**src/rtl/lba_defines.svh**
```systemverilog
`ifndef LBA_DEFINES_SVH
`define LBA_DEFINES_SVH

// register indices on the plain register port
`define LBA_REG_CTRL 4'h0
`define LBA_REG_STATUS 4'h1
`define LBA_REG_GRANT 4'h2

// control register field positions
`define LBA_CTRL_RESET_EN 0
`define LBA_CTRL_ABORT_EN 1
`define LBA_CTRL_STAT_LED 2
`define LBA_CTRL_ABORT_LVL_LO 4
`define LBA_CTRL_ABORT_LVL_HI 6

// control register reset value: both switches disabled, level 0
`define LBA_CTRL_RESET_VAL 32'h0000_0000

// pushbutton filter time and clock rate
`define LBA_DEBOUNCE_US 1
`define LBA_CLK_MHZ 100
`define LBA_DEBOUNCE_CYC (`LBA_DEBOUNCE_US * `LBA_CLK_MHZ)

// length of the reset pulse issued on a reset press, in cycles
`define LBA_RESET_PULSE_CYC 16

`endif

```
**src/rtl/lba_pkg.sv**
```systemverilog
package lba_pkg;
    // local bus masters in grant order, index 0 highest priority
    typedef enum logic [2:0] {
        LBA_M_LAN,
        LBA_M_SERIAL,
        LBA_M_SCSI,
        LBA_M_VME,
        LBA_M_CPU,
        LBA_M_NONE
    } lba_master_type;

    // arbiter sequencing
    typedef enum logic [1:0] {
        LBA_ST_IDLE,
        LBA_ST_OWNED,
        LBA_ST_RELEASE
    } lba_arb_state_type;
endpackage

```
**src/rtl/lba_arbiter_panel.sv**
```systemverilog
`timescale 1ns/1ps
`include "lba_defines.svh"
// Summary of operation
// - Simultaneous requests resolve by fixed order: LAN, serial, SCSI, VME, CPU.
// - Local data bus is 32-bit synchronous with bursts and snooping.
// - Reset press resets onboard devices; drives backplane reset only as system controller.
// - Software control bit can disable the reset pushbutton entirely.
// - Enabled abort press raises interrupt at software-chosen level; otherwise nothing.
// - Red fail lamp lit while board fail is active, three clock cycles behind the pin.
// - Yellow status lamp follows only a software bit.
// - Green run lamp lit while transfer in progress line is low.
// - System controller lamp lit while board is the system controller.
// - LAN lamp lit while the LAN controller owns the local bus.
// - SCSI lamp lit while the SCSI processor owns the local bus.
// - VME lamp lit while interface drives address strobe or owns the local bus.
module lba_arbiter_panel
    import lba_pkg::*;
#(
    parameter int NUM_MASTERS = 5,
    parameter int DATA_WIDTH = 32,
    parameter int FILTER_CYC = `LBA_DEBOUNCE_CYC,
    parameter int RESET_PULSE_CYC = `LBA_RESET_PULSE_CYC
) (
    // clock and reset
    input wire logic clk_i,
    input wire logic rst_i,
    // register port
    input wire logic [3:0] reg_addr_i,
    input wire logic [31:0] reg_wdata_i,
    input wire logic reg_write_i,
    input wire logic reg_read_i,
    output logic [31:0] reg_rdata_o,
    // local bus arbitration, bit 0 LAN .. bit 4 CPU
    input wire logic [NUM_MASTERS-1:0] bus_request_i,
    input wire logic bus_busy_n_i,
    output logic [NUM_MASTERS-1:0] bus_grant_o,
    // local bus and system status lines from pins
    input wire logic transfer_in_progress_n_i,
    input wire logic board_fail_i,
    input wire logic sys_controller_i,
    input wire logic vme_strobe_driven_i,
    // front panel pushbuttons, high while pressed
    input wire logic reset_button_i,
    input wire logic abort_button_i,
    // reset and interrupt outputs
    output logic board_reset_o,
    output logic sysreset_o,
    output logic abort_irq_o,
    output logic [2:0] abort_irq_level_o,
    // front panel lamps
    output logic fail_led_o,
    output logic stat_led_o,
    output logic run_led_o,
    output logic sys_controller_led_o,
    output logic lan_led_o,
    output logic scsi_led_o,
    output logic vme_led_o
);
    localparam int PW = $clog2(RESET_PULSE_CYC + 1);
    localparam int NSYNC = 7;

    // bus width is fixed by the local bus definition
    if (DATA_WIDTH != 32) begin : g_width_check
        $error("local data bus must be 32 bits wide");
    end

    typedef struct packed {
        lba_arb_state_type arb;
        lba_master_type owner;
        logic [NUM_MASTERS-1:0] grant;
        logic [31:0] ctrl;
        logic [31:0] rdata;
        logic [PW-1:0] rst_count;
        logic board_reset;
        logic sysreset;
        logic abort_irq;
        logic [2:0] abort_level;
        logic fail_led;
        logic stat_led;
        logic run_led;
        logic sys_controller_led_led;
        logic lan_led;
        logic scsi_led;
        logic vme_led;
    } lba_top_state_type;

    lba_top_state_type state_q, state_d;
    logic [NSYNC-1:0] pins_sync;
    logic tip_n_s;
    logic fail_s;
    logic sys_controller_led_s;
    logic as_drv_s;
    logic reset_btn_s;
    logic abort_btn_s;
    logic busy_n_s;
    logic reset_press;
    logic abort_press;

    // highest-priority requester, lowest index wins
    function automatic lba_master_type pick_master(input logic [NUM_MASTERS-1:0] req);
        lba_master_type m;
        m = LBA_M_NONE;
        for (int i = NUM_MASTERS - 1; i >= 0; i--) begin
            if (req[i]) begin
                m = lba_master_type'(i[2:0]);
            end
        end
        return m;
    endfunction

    // one-hot grant for a master code
    function automatic logic [NUM_MASTERS-1:0] grant_of(input lba_master_type m);
        logic [NUM_MASTERS-1:0] g;
        g = '0;
        for (int i = 0; i < NUM_MASTERS; i++) begin
            if (m == lba_master_type'(i[2:0])) begin
                g[i] = 1'b1;
            end
        end
        return g;
    endfunction

    // strobe aimed at one register index
    function automatic logic reg_hit(input logic strobe, input logic [3:0] addr, input logic [3:0] idx);
        return strobe && (addr == idx);
    endfunction

    // control word as stored: unused bits always read back as zero
    function automatic logic [31:0] ctrl_of_write(input logic [31:0] w);
        logic [31:0] c;
        c = 32'h0000_0000;
        c[`LBA_CTRL_RESET_EN] = w[`LBA_CTRL_RESET_EN];
        c[`LBA_CTRL_ABORT_EN] = w[`LBA_CTRL_ABORT_EN];
        c[`LBA_CTRL_STAT_LED] = w[`LBA_CTRL_STAT_LED];
        c[`LBA_CTRL_ABORT_LVL_HI:`LBA_CTRL_ABORT_LVL_LO] = w[`LBA_CTRL_ABORT_LVL_HI:`LBA_CTRL_ABORT_LVL_LO];
        return c;
    endfunction

    // status word: arbiter state, synchronised pin levels and the two event outputs
    function automatic logic [31:0] status_word(
        input lba_arb_state_type arb,
        input logic tip_active,
        input logic fail,
        input logic sys_controller_led,
        input logic rst_pulse,
        input logic irq
    );
        logic [31:0] s;
        s = 32'h0000_0000;
        s[2:1] = arb;
        s[3] = tip_active;
        s[4] = fail;
        s[5] = sys_controller_led;
        s[6] = rst_pulse;
        s[7] = irq;
        return s;
    endfunction

    // grant word: one-hot grant in the low bits ORed with the owner code above
    function automatic logic [31:0] grant_word(
        input lba_master_type owner,
        input logic [NUM_MASTERS-1:0] g
    );
        logic [31:0] w;
        w = 32'h0000_0000;
        w[6:4] = owner;
        w[NUM_MASTERS-1:0] = w[NUM_MASTERS-1:0] | g;
        return w;
    endfunction

    // reset pulse counter: a gated press reloads it, otherwise it runs down to zero
    function automatic logic [PW-1:0] pulse_next(input logic [PW-1:0] cnt, input logic start);
        logic [PW-1:0] n;
        n = cnt;
        if (cnt != '0) begin
            n = cnt - PW'(1);
        end
        if (start) begin
            n = PW'(RESET_PULSE_CYC);
        end
        return n;
    endfunction

    // abort flag: a status read or a disable clears it; a gated press in the same cycle beats the read
    function automatic logic abort_next(input logic cur, input logic read_clr, input logic press, input logic en);
        logic n;
        n = cur;
        if (read_clr) begin
            n = 1'b0;
        end
        if (press && en) begin
            n = 1'b1;
        end
        if (!en) begin
            n = 1'b0;
        end
        return n;
    endfunction

    // all pin inputs except the bus requests pass two flip-flops
    lba_sync #(
        .WIDTH(NSYNC)
    ) u_sync (
        .clk_i(clk_i),
        .rst_i(rst_i),
        .async_i({
            bus_busy_n_i,
            abort_button_i,
            reset_button_i,
            vme_strobe_driven_i,
            sys_controller_i,
            board_fail_i,
            transfer_in_progress_n_i
        }),
        .sync_o(pins_sync)
    );

    assign tip_n_s = pins_sync[0];
    assign fail_s = pins_sync[1];
    assign sys_controller_led_s = pins_sync[2];
    assign as_drv_s = pins_sync[3];
    assign reset_btn_s = pins_sync[4];
    assign abort_btn_s = pins_sync[5];
    assign busy_n_s = pins_sync[6];

    // reset pushbutton filter
    lba_button #(
        .FILTER_CYC(FILTER_CYC)
    ) u_reset_btn (
        .clk_i(clk_i),
        .rst_i(rst_i),
        .pressed_i(reset_btn_s),
        .press_o(reset_press)
    );

    // abort pushbutton filter
    lba_button #(
        .FILTER_CYC(FILTER_CYC)
    ) u_abort_btn (
        .clk_i(clk_i),
        .rst_i(rst_i),
        .pressed_i(abort_btn_s),
        .press_o(abort_press)
    );

    // next-state logic
    always_comb begin
        state_d = state_q;
        state_d.rdata = '0;

        // register writes
        if (reg_hit(reg_write_i, reg_addr_i, `LBA_REG_CTRL)) begin
            state_d.ctrl = ctrl_of_write(reg_wdata_i);
        end

        // register reads, data valid the cycle after the strobe
        if (reg_read_i) begin
            unique case (reg_addr_i)
                `LBA_REG_CTRL: state_d.rdata = state_q.ctrl;
                `LBA_REG_STATUS: state_d.rdata = status_word(state_q.arb, ~tip_n_s, fail_s, sys_controller_led_s,
                                                             state_q.board_reset, state_q.abort_irq);
                `LBA_REG_GRANT: state_d.rdata = grant_word(state_q.owner, state_q.grant);
                default: state_d.rdata = 32'h0000_0000;
            endcase
        end

        // arbiter: grant stands until the owner releases; the next grant waits for the bus to go idle
        unique case (state_q.arb)
            LBA_ST_IDLE: begin
                if (busy_n_s && pick_master(bus_request_i) != LBA_M_NONE) begin
                    state_d.owner = pick_master(bus_request_i);
                    state_d.grant = grant_of(pick_master(bus_request_i));
                    state_d.arb = LBA_ST_OWNED;
                end
            end
            LBA_ST_OWNED: begin
                // owner keeps request up for its whole cycle or burst
                if (!(|(bus_request_i & state_q.grant))) begin
                    state_d.grant = '0;
                    state_d.arb = LBA_ST_RELEASE;
                end
            end
            LBA_ST_RELEASE: begin
                // wait for the last cycle on the 32-bit bus to finish
                if (busy_n_s && tip_n_s) begin
                    state_d.owner = LBA_M_NONE;
                    state_d.arb = LBA_ST_IDLE;
                end
            end
            default: begin
                // unused state code: drop any grant and start over
                state_d.grant = '0;
                state_d.owner = LBA_M_NONE;
                state_d.arb = LBA_ST_IDLE;
            end
        endcase

        // reset pushbutton
        state_d.rst_count = pulse_next(state_q.rst_count, reset_press && state_q.ctrl[`LBA_CTRL_RESET_EN]);
        state_d.board_reset = state_d.rst_count != '0;
        state_d.sysreset = state_d.board_reset && sys_controller_led_s;

        // abort pushbutton: sticky, cleared by a status read; a new press wins
        state_d.abort_irq = abort_next(state_q.abort_irq, reg_hit(reg_read_i, reg_addr_i, `LBA_REG_STATUS),
                                       abort_press, state_q.ctrl[`LBA_CTRL_ABORT_EN]);
        state_d.abort_level = state_q.ctrl[`LBA_CTRL_ABORT_LVL_HI:`LBA_CTRL_ABORT_LVL_LO];

        // lamps
        state_d.fail_led = fail_s;
        state_d.stat_led = state_q.ctrl[`LBA_CTRL_STAT_LED];
        state_d.run_led = !tip_n_s;
        state_d.sys_controller_led_led = sys_controller_led_s;
        state_d.lan_led = state_q.grant[LBA_M_LAN];
        state_d.scsi_led = state_q.grant[LBA_M_SCSI];
        state_d.vme_led = as_drv_s || state_q.grant[LBA_M_VME];
    end

    // registered state
    always_ff @(posedge clk_i) begin
        if (rst_i) begin
            state_q <= '0;
            state_q.arb <= LBA_ST_IDLE;
            state_q.owner <= LBA_M_NONE;
            state_q.ctrl <= `LBA_CTRL_RESET_VAL;
        end else begin
            state_q <= state_d;
        end
    end

    // outputs straight from flip-flops
    assign reg_rdata_o = state_q.rdata;
    assign bus_grant_o = state_q.grant;
    assign board_reset_o = state_q.board_reset;
    assign sysreset_o = state_q.sysreset;
    assign abort_irq_o = state_q.abort_irq;
    assign abort_irq_level_o = state_q.abort_level;
    assign fail_led_o = state_q.fail_led;
    assign stat_led_o = state_q.stat_led;
    assign run_led_o = state_q.run_led;
    assign sys_controller_led_o = state_q.sys_controller_led_led;
    assign lan_led_o = state_q.lan_led;
    assign scsi_led_o = state_q.scsi_led;
    assign vme_led_o = state_q.vme_led;
endmodule // lba_arbiter_panel

```
**src/rtl/lba_sync.sv**
```systemverilog
`timescale 1ns/1ps
// two-stage synchroniser for a bundle of pin levels
module lba_sync #(
    parameter int WIDTH = 1
) (
    // clock and reset
    input wire logic clk_i,
    input wire logic rst_i,
    // levels
    input wire logic [WIDTH-1:0] async_i,
    output logic [WIDTH-1:0] sync_o
);
    typedef struct packed {
        logic [WIDTH-1:0] meta;
        logic [WIDTH-1:0] stable;
    } lba_sync_state_type;

    lba_sync_state_type state_q, state_d;

    // first stage feeds only the second
    always_comb begin
        state_d = state_q;
        state_d.meta = async_i;
        state_d.stable = state_q.meta;
    end

    // registered state
    always_ff @(posedge clk_i) begin
        if (rst_i) begin
            state_q <= '0;
        end else begin
            state_q <= state_d;
        end
    end

    assign sync_o = state_q.stable;
endmodule // lba_sync

```
**src/rtl/lba_button.sv**
```systemverilog
`timescale 1ns/1ps
`include "lba_defines.svh"
// pushbutton filter: emits one pulse per settled press
module lba_button #(
    parameter int FILTER_CYC = `LBA_DEBOUNCE_CYC
) (
    // clock and reset
    input wire logic clk_i,
    input wire logic rst_i,
    // synchronised button level, high while pressed
    input wire logic pressed_i,
    // one-cycle pulse on the settled press edge
    output logic press_o
);
    localparam int CW = $clog2(FILTER_CYC + 1);

    typedef struct packed {
        logic [CW-1:0] count;
        logic level;
        logic press;
    } lba_button_state_type;

    lba_button_state_type state_q, state_d;

    // count how long the input has differed from the settled level
    always_comb begin
        state_d = state_q;
        state_d.press = 1'b0;
        if (pressed_i == state_q.level) begin
            state_d.count = '0;
        end else if (state_q.count == CW'(FILTER_CYC - 1)) begin
            state_d.count = '0;
            state_d.level = pressed_i;
            state_d.press = pressed_i;
        end else begin
            state_d.count = state_q.count + CW'(1);
        end
    end

    // registered state
    always_ff @(posedge clk_i) begin
        if (rst_i) begin
            state_q <= '0;
        end else begin
            state_q <= state_d;
        end
    end

    assign press_o = state_q.press;
endmodule // lba_button

```
**config.mk**
```make
export PLATFORM = sky130hd
export DESIGN_NAME = lba_arbiter_panel
export DESIGN_NICKNAME = d
export VERILOG_FILES = /design/src/rtl/lba_pkg.sv /design/src/rtl/lba_arbiter_panel.sv /design/src/rtl/lba_sync.sv /design/src/rtl/lba_button.sv
export VERILOG_INCLUDE_DIRS = /design/src /design/src/rtl
export SDC_FILE = /design/constraint.sdc
export NUM_CORES = 1
export LEC_CHECK = 0
export BUFFER_PORTS_ARGS = -buffer_cell sky130_fd_sc_hd__clkbuf_2
export CAP_MARGIN = 20
export CORE_MARGIN = 8
export CORE_UTILIZATION = 50
export CTS_CLUSTER_DIAMETER = 80
export DETAILED_ROUTE_END_ITERATION = 7
export PLACE_DENSITY = 0.9
export SLEW_MARGIN = 15
export SYNTH_ARGS = -nofsm -noshare
export SYNTH_HDL_FRONTEND = slang
export SYNTH_SLANG_ARGS = --single-unit
```
**constraint.sdc**
```tcl
create_clock -name clk_i -period 2.3 [get_ports clk_i]
set_clock_uncertainty 0.15 [all_clocks]
set_input_delay 0.46 -clock clk_i [delete_from_list [all_inputs] [get_ports clk_i]]
set_output_delay 0.46 -clock clk_i [all_outputs]
set_load 0.05 [all_outputs]
```
==> results.sh <==
export IMPL_grt_overflow_total=0
export IMPL_startpoint="state_q[13]"
export IMPL_tightest_slew_ps=500.3
export IMPL_dp_cells=426
export IMPL_async_flop_share=0
export IMPL_final_hold_viol_count=0
export IMPL_antennaDiodeCount=0
export IMPL_antenna_found_initial=0
export IMPL_setup_viol=0
export IMPL_cts_made_buffers=9
export IMPL_slew_viol_final=0
export IMPL_synth_seq_cells=74
export IMPL_yosysMostFrequentCell="dfxtp_1"
export IMPL_ctsResizeCount=0
export IMPL_synth_area_leaders="dfxtp_1 49%, buf_4 9.9%, nor2_1 6.3%"
export IMPL_synth_cell_types=43
export IMPL_yosysWarningCount=0
export IMPL_min_path_cells=2
export IMPL_rrSetupSlack_ps=160
export IMPL_synth_top_area_share=0.4893
export IMPL_hold_path_end="u_sync.state_d[0]"
export IMPL_grt_usage=0.1375
export IMPL_gp_congestion=0.8445
export IMPL_reg2reg_to="sysreset_o"
export IMPL_finish_net_count=417
export IMPL_setup_tns_final_ps=0
export IMPL_yosysTopAreaCell="dfxtp_1"
export IMPL_rsz0062_at_grt="false"
export IMPL_rr_worst_depth=6
export IMPL_register_area_sq_um=1481
export IMPL_cts_buffer_depth=2
export IMPL_post_dp_cell_area_sq_um=3139
export IMPL_synth_main_ff_cell="dfxtp_1"
export IMPL_arrival_ps=2220
export IMPL_drt_total_wl_um=5967
export IMPL_fp_row_count=28
export IMPL_startpoint_type="flop"
export IMPL_period_share=0.9319
export IMPL_clkSinkCount=74
export IMPL_drv_max_cap_violation_count=0
export IMPL_path_clk_slew_ps=70
export IMPL_status="completed"
export IMPL_boundaryPins=102
export IMPL_drive_above_1_share=0.1907
export IMPL_postCtsSetupRepairBufs=0
export IMPL_synth_common_cells="74 x dfxtp_1, 51 x nor2_1, 40 x buf_4, 25 x nor2b_1, 14 x mux2i_1"
export IMPL_critPathKind="reg -> reg"
export IMPL_drtPass1Iterations=5
export IMPL_slew_headroom=0.6634
export IMPL_hp_start="transfer_in_progress_n_i"
export IMPL_syn2layout_area_growth_pct=10.21
export IMPL_synth_area_sq_um=3028
export IMPL_portBuffers=51
export IMPL_htree_levels=3
export IMPL_grt_pass1_vias=2118
export IMPL_avgSynthCellArea_sq_um=9.288
export IMPL_dieWidth_um=93.82
export IMPL_hp_class="in -> reg"
export IMPL_stdcell_area_sq_um=3337
export IMPL_p_leak_uw=0.001424
export IMPL_cts_hold_fix_buffers=0
export IMPL_period_minus_slack_ps=2143
export IMPL_cts_tree="built"
export IMPL_wl_per_cell_um=13.50
export IMPL_grt_max_degree=20
export IMPL_fmax_ghz=0.4666
export IMPL_die_y_um=93.82
export IMPL_p_per_area_nw_per_um2=862.2
export IMPL_die_area_sq_um=8802
export IMPL_coreArea_sq_um=5886
export IMPL_multi_input_area_sq_um=1241
export IMPL_grt_pass1_wl_um=9528
export IMPL_final_cell_count_no_fill=442
export IMPL_required_ps=2380
export IMPL_clk_latency_ps=340
export IMPL_initial_utilization=0.5145
export IMPL_power_uw=2877
export IMPL_drt_iter0_markers=133
export IMPL_syn_inst=326
export IMPL_vdd_ir_drop_worst_mv=0.5566
export IMPL_num_vias=2142
export IMPL_cts_root_buf="clkbuf_8"
export IMPL_vias_per_cell=4.846
export IMPL_crit_fanout=6
export IMPL_fillCellCount=518
export IMPL_synth_edff_count=0
export IMPL_end_kind="flop"
export IMPL_hpwl_um=4382
export IMPL_drtAntennaViolNets=0
export IMPL_seq_area_frac_synth=0.4893
export IMPL_reg2reg_from="state_q[13]"
export IMPL_drc=0
state kept, by name, summed over array words and instances, names as in the netlist:
register / cells
stat_led_o: 1
run_led_o: 1
state_q: 12
abort_irq_level_o: 3
scsi_led_o: 1
fail_led_o: 1
u_sync.sync_o: 7
u_reset_btn.press_o: 1
sysreset_o: 1
sys_controller_led_o: 1
board_reset_o: 1
u_abort_btn.state_q: 8
lan_led_o: 1
reg_rdata_o: 8
vme_led_o: 1
u_reset_btn.state_q: 8
abort_irq_o: 1
u_sync.state_d: 7
state_d: 4
u_abort_btn.press_o: 1
bus_grant_o: 5
cell type report:
cell class | count | area share
clock buffers | 14 | 0.04874
well taps | 75 | 0.02812
inverters | 12 | 0.01350
flip-flops and latches | 74 | 0.4439
multi-input cells | 211 | 0.3720
clock inverters | 2 | 0.01050
repair buffers | 54 | 0.08324
power breakdown:
group          internal [uW]  switching, uW  total (uW)
registers               1350           48.6        1390
logic                    165            329         493
clock network            560            430         990
how the worst max path moves through the flow:
stage	to	slack, ps
detailed placement	sysreset_o	210
CTS	sysreset_o	190
finish	sysreset_o	160
global placement	sysreset_o	270
floorplan	sysreset_o	350
global route	sysreset_o	10
routing by layer:
metal  vias up  global-route usage  share of wire
met5         -                   0              0
met4         0             0.07001          0.018
met1       974              0.1346           0.39
met3         8             0.04956          0.089
li1       1082                   -              -
met2        78              0.2485           0.50
cell usage in the layout, fill, tap and decap left out, types with 3 or more instances in the layout:
cell type  Yosys  routed
nand2_1        8       8
mux2i_1       14      14
a21oi_1       11      11
o211ai_1       3       3
clkbuf_2       0      51
or3_1          3       3
conb_1         1      24
xnor2_1       10      10
and3_1         6       6
clkbuf_8       0      11
buf_4         40       3
o21ai_0        7       7
nor2b_1       25      25
o2bb2ai_1      3       3
nand3_1        7       7
inv_1         12      12
dfxtp_1       74      74
xor2_1         4       4
nor2_1        51      51
nand2b_1       5       5
nor3_1         3       3
clkbuf_1      10       3
ha_1           3       3
per-stage QoR:
stage | worst slack, ps | utilization | hold slack [ps]
finish | 156.7 | 0.5670 | 172.6
global route | 10.67 | 0.5670 | 166.8
CTS | 192.9 | 0.5670 | 155.9
detailed placement | 205.2 | 0.5334 | 272.0
global placement | 272.2 | 0.5334 | 265.5
floorplan | 354.8 | - | 261.4
worst max-delay path, cell delays in order, from the launching register on:
cell      delay [ps]
dfxtp_1          360
inv_1             70
ha_1             200
or4b_1           560
or3_1            370
a211oi_2         260
nor2b_1           70
cells by family (layout without fill, tap and decap cells):
| kind of cell | after synthesis | count (layout) | share of synthesized area |
|---|---|---|---|
| AND/OR/NAND/NOR | 121 | 121 | 0.2033 |
| flip-flops | 74 | 74 | 0.4893 |
| buffers and inverters | 64 | 82 | 0.1293 |
| AO/OA/AOI/OAI | 35 | 35 | 0.07769 |
| XOR/XNOR | 14 | 14 | 0.04049 |
| multiplexers | 14 | 14 | 0.04628 |
| adder cells (fa/ha/maj) | 3 | 3 | 0.01240 |
| other | 1 | 24 | 0.001238 |
Note: power is estimated with default switching activity, not from simulation.
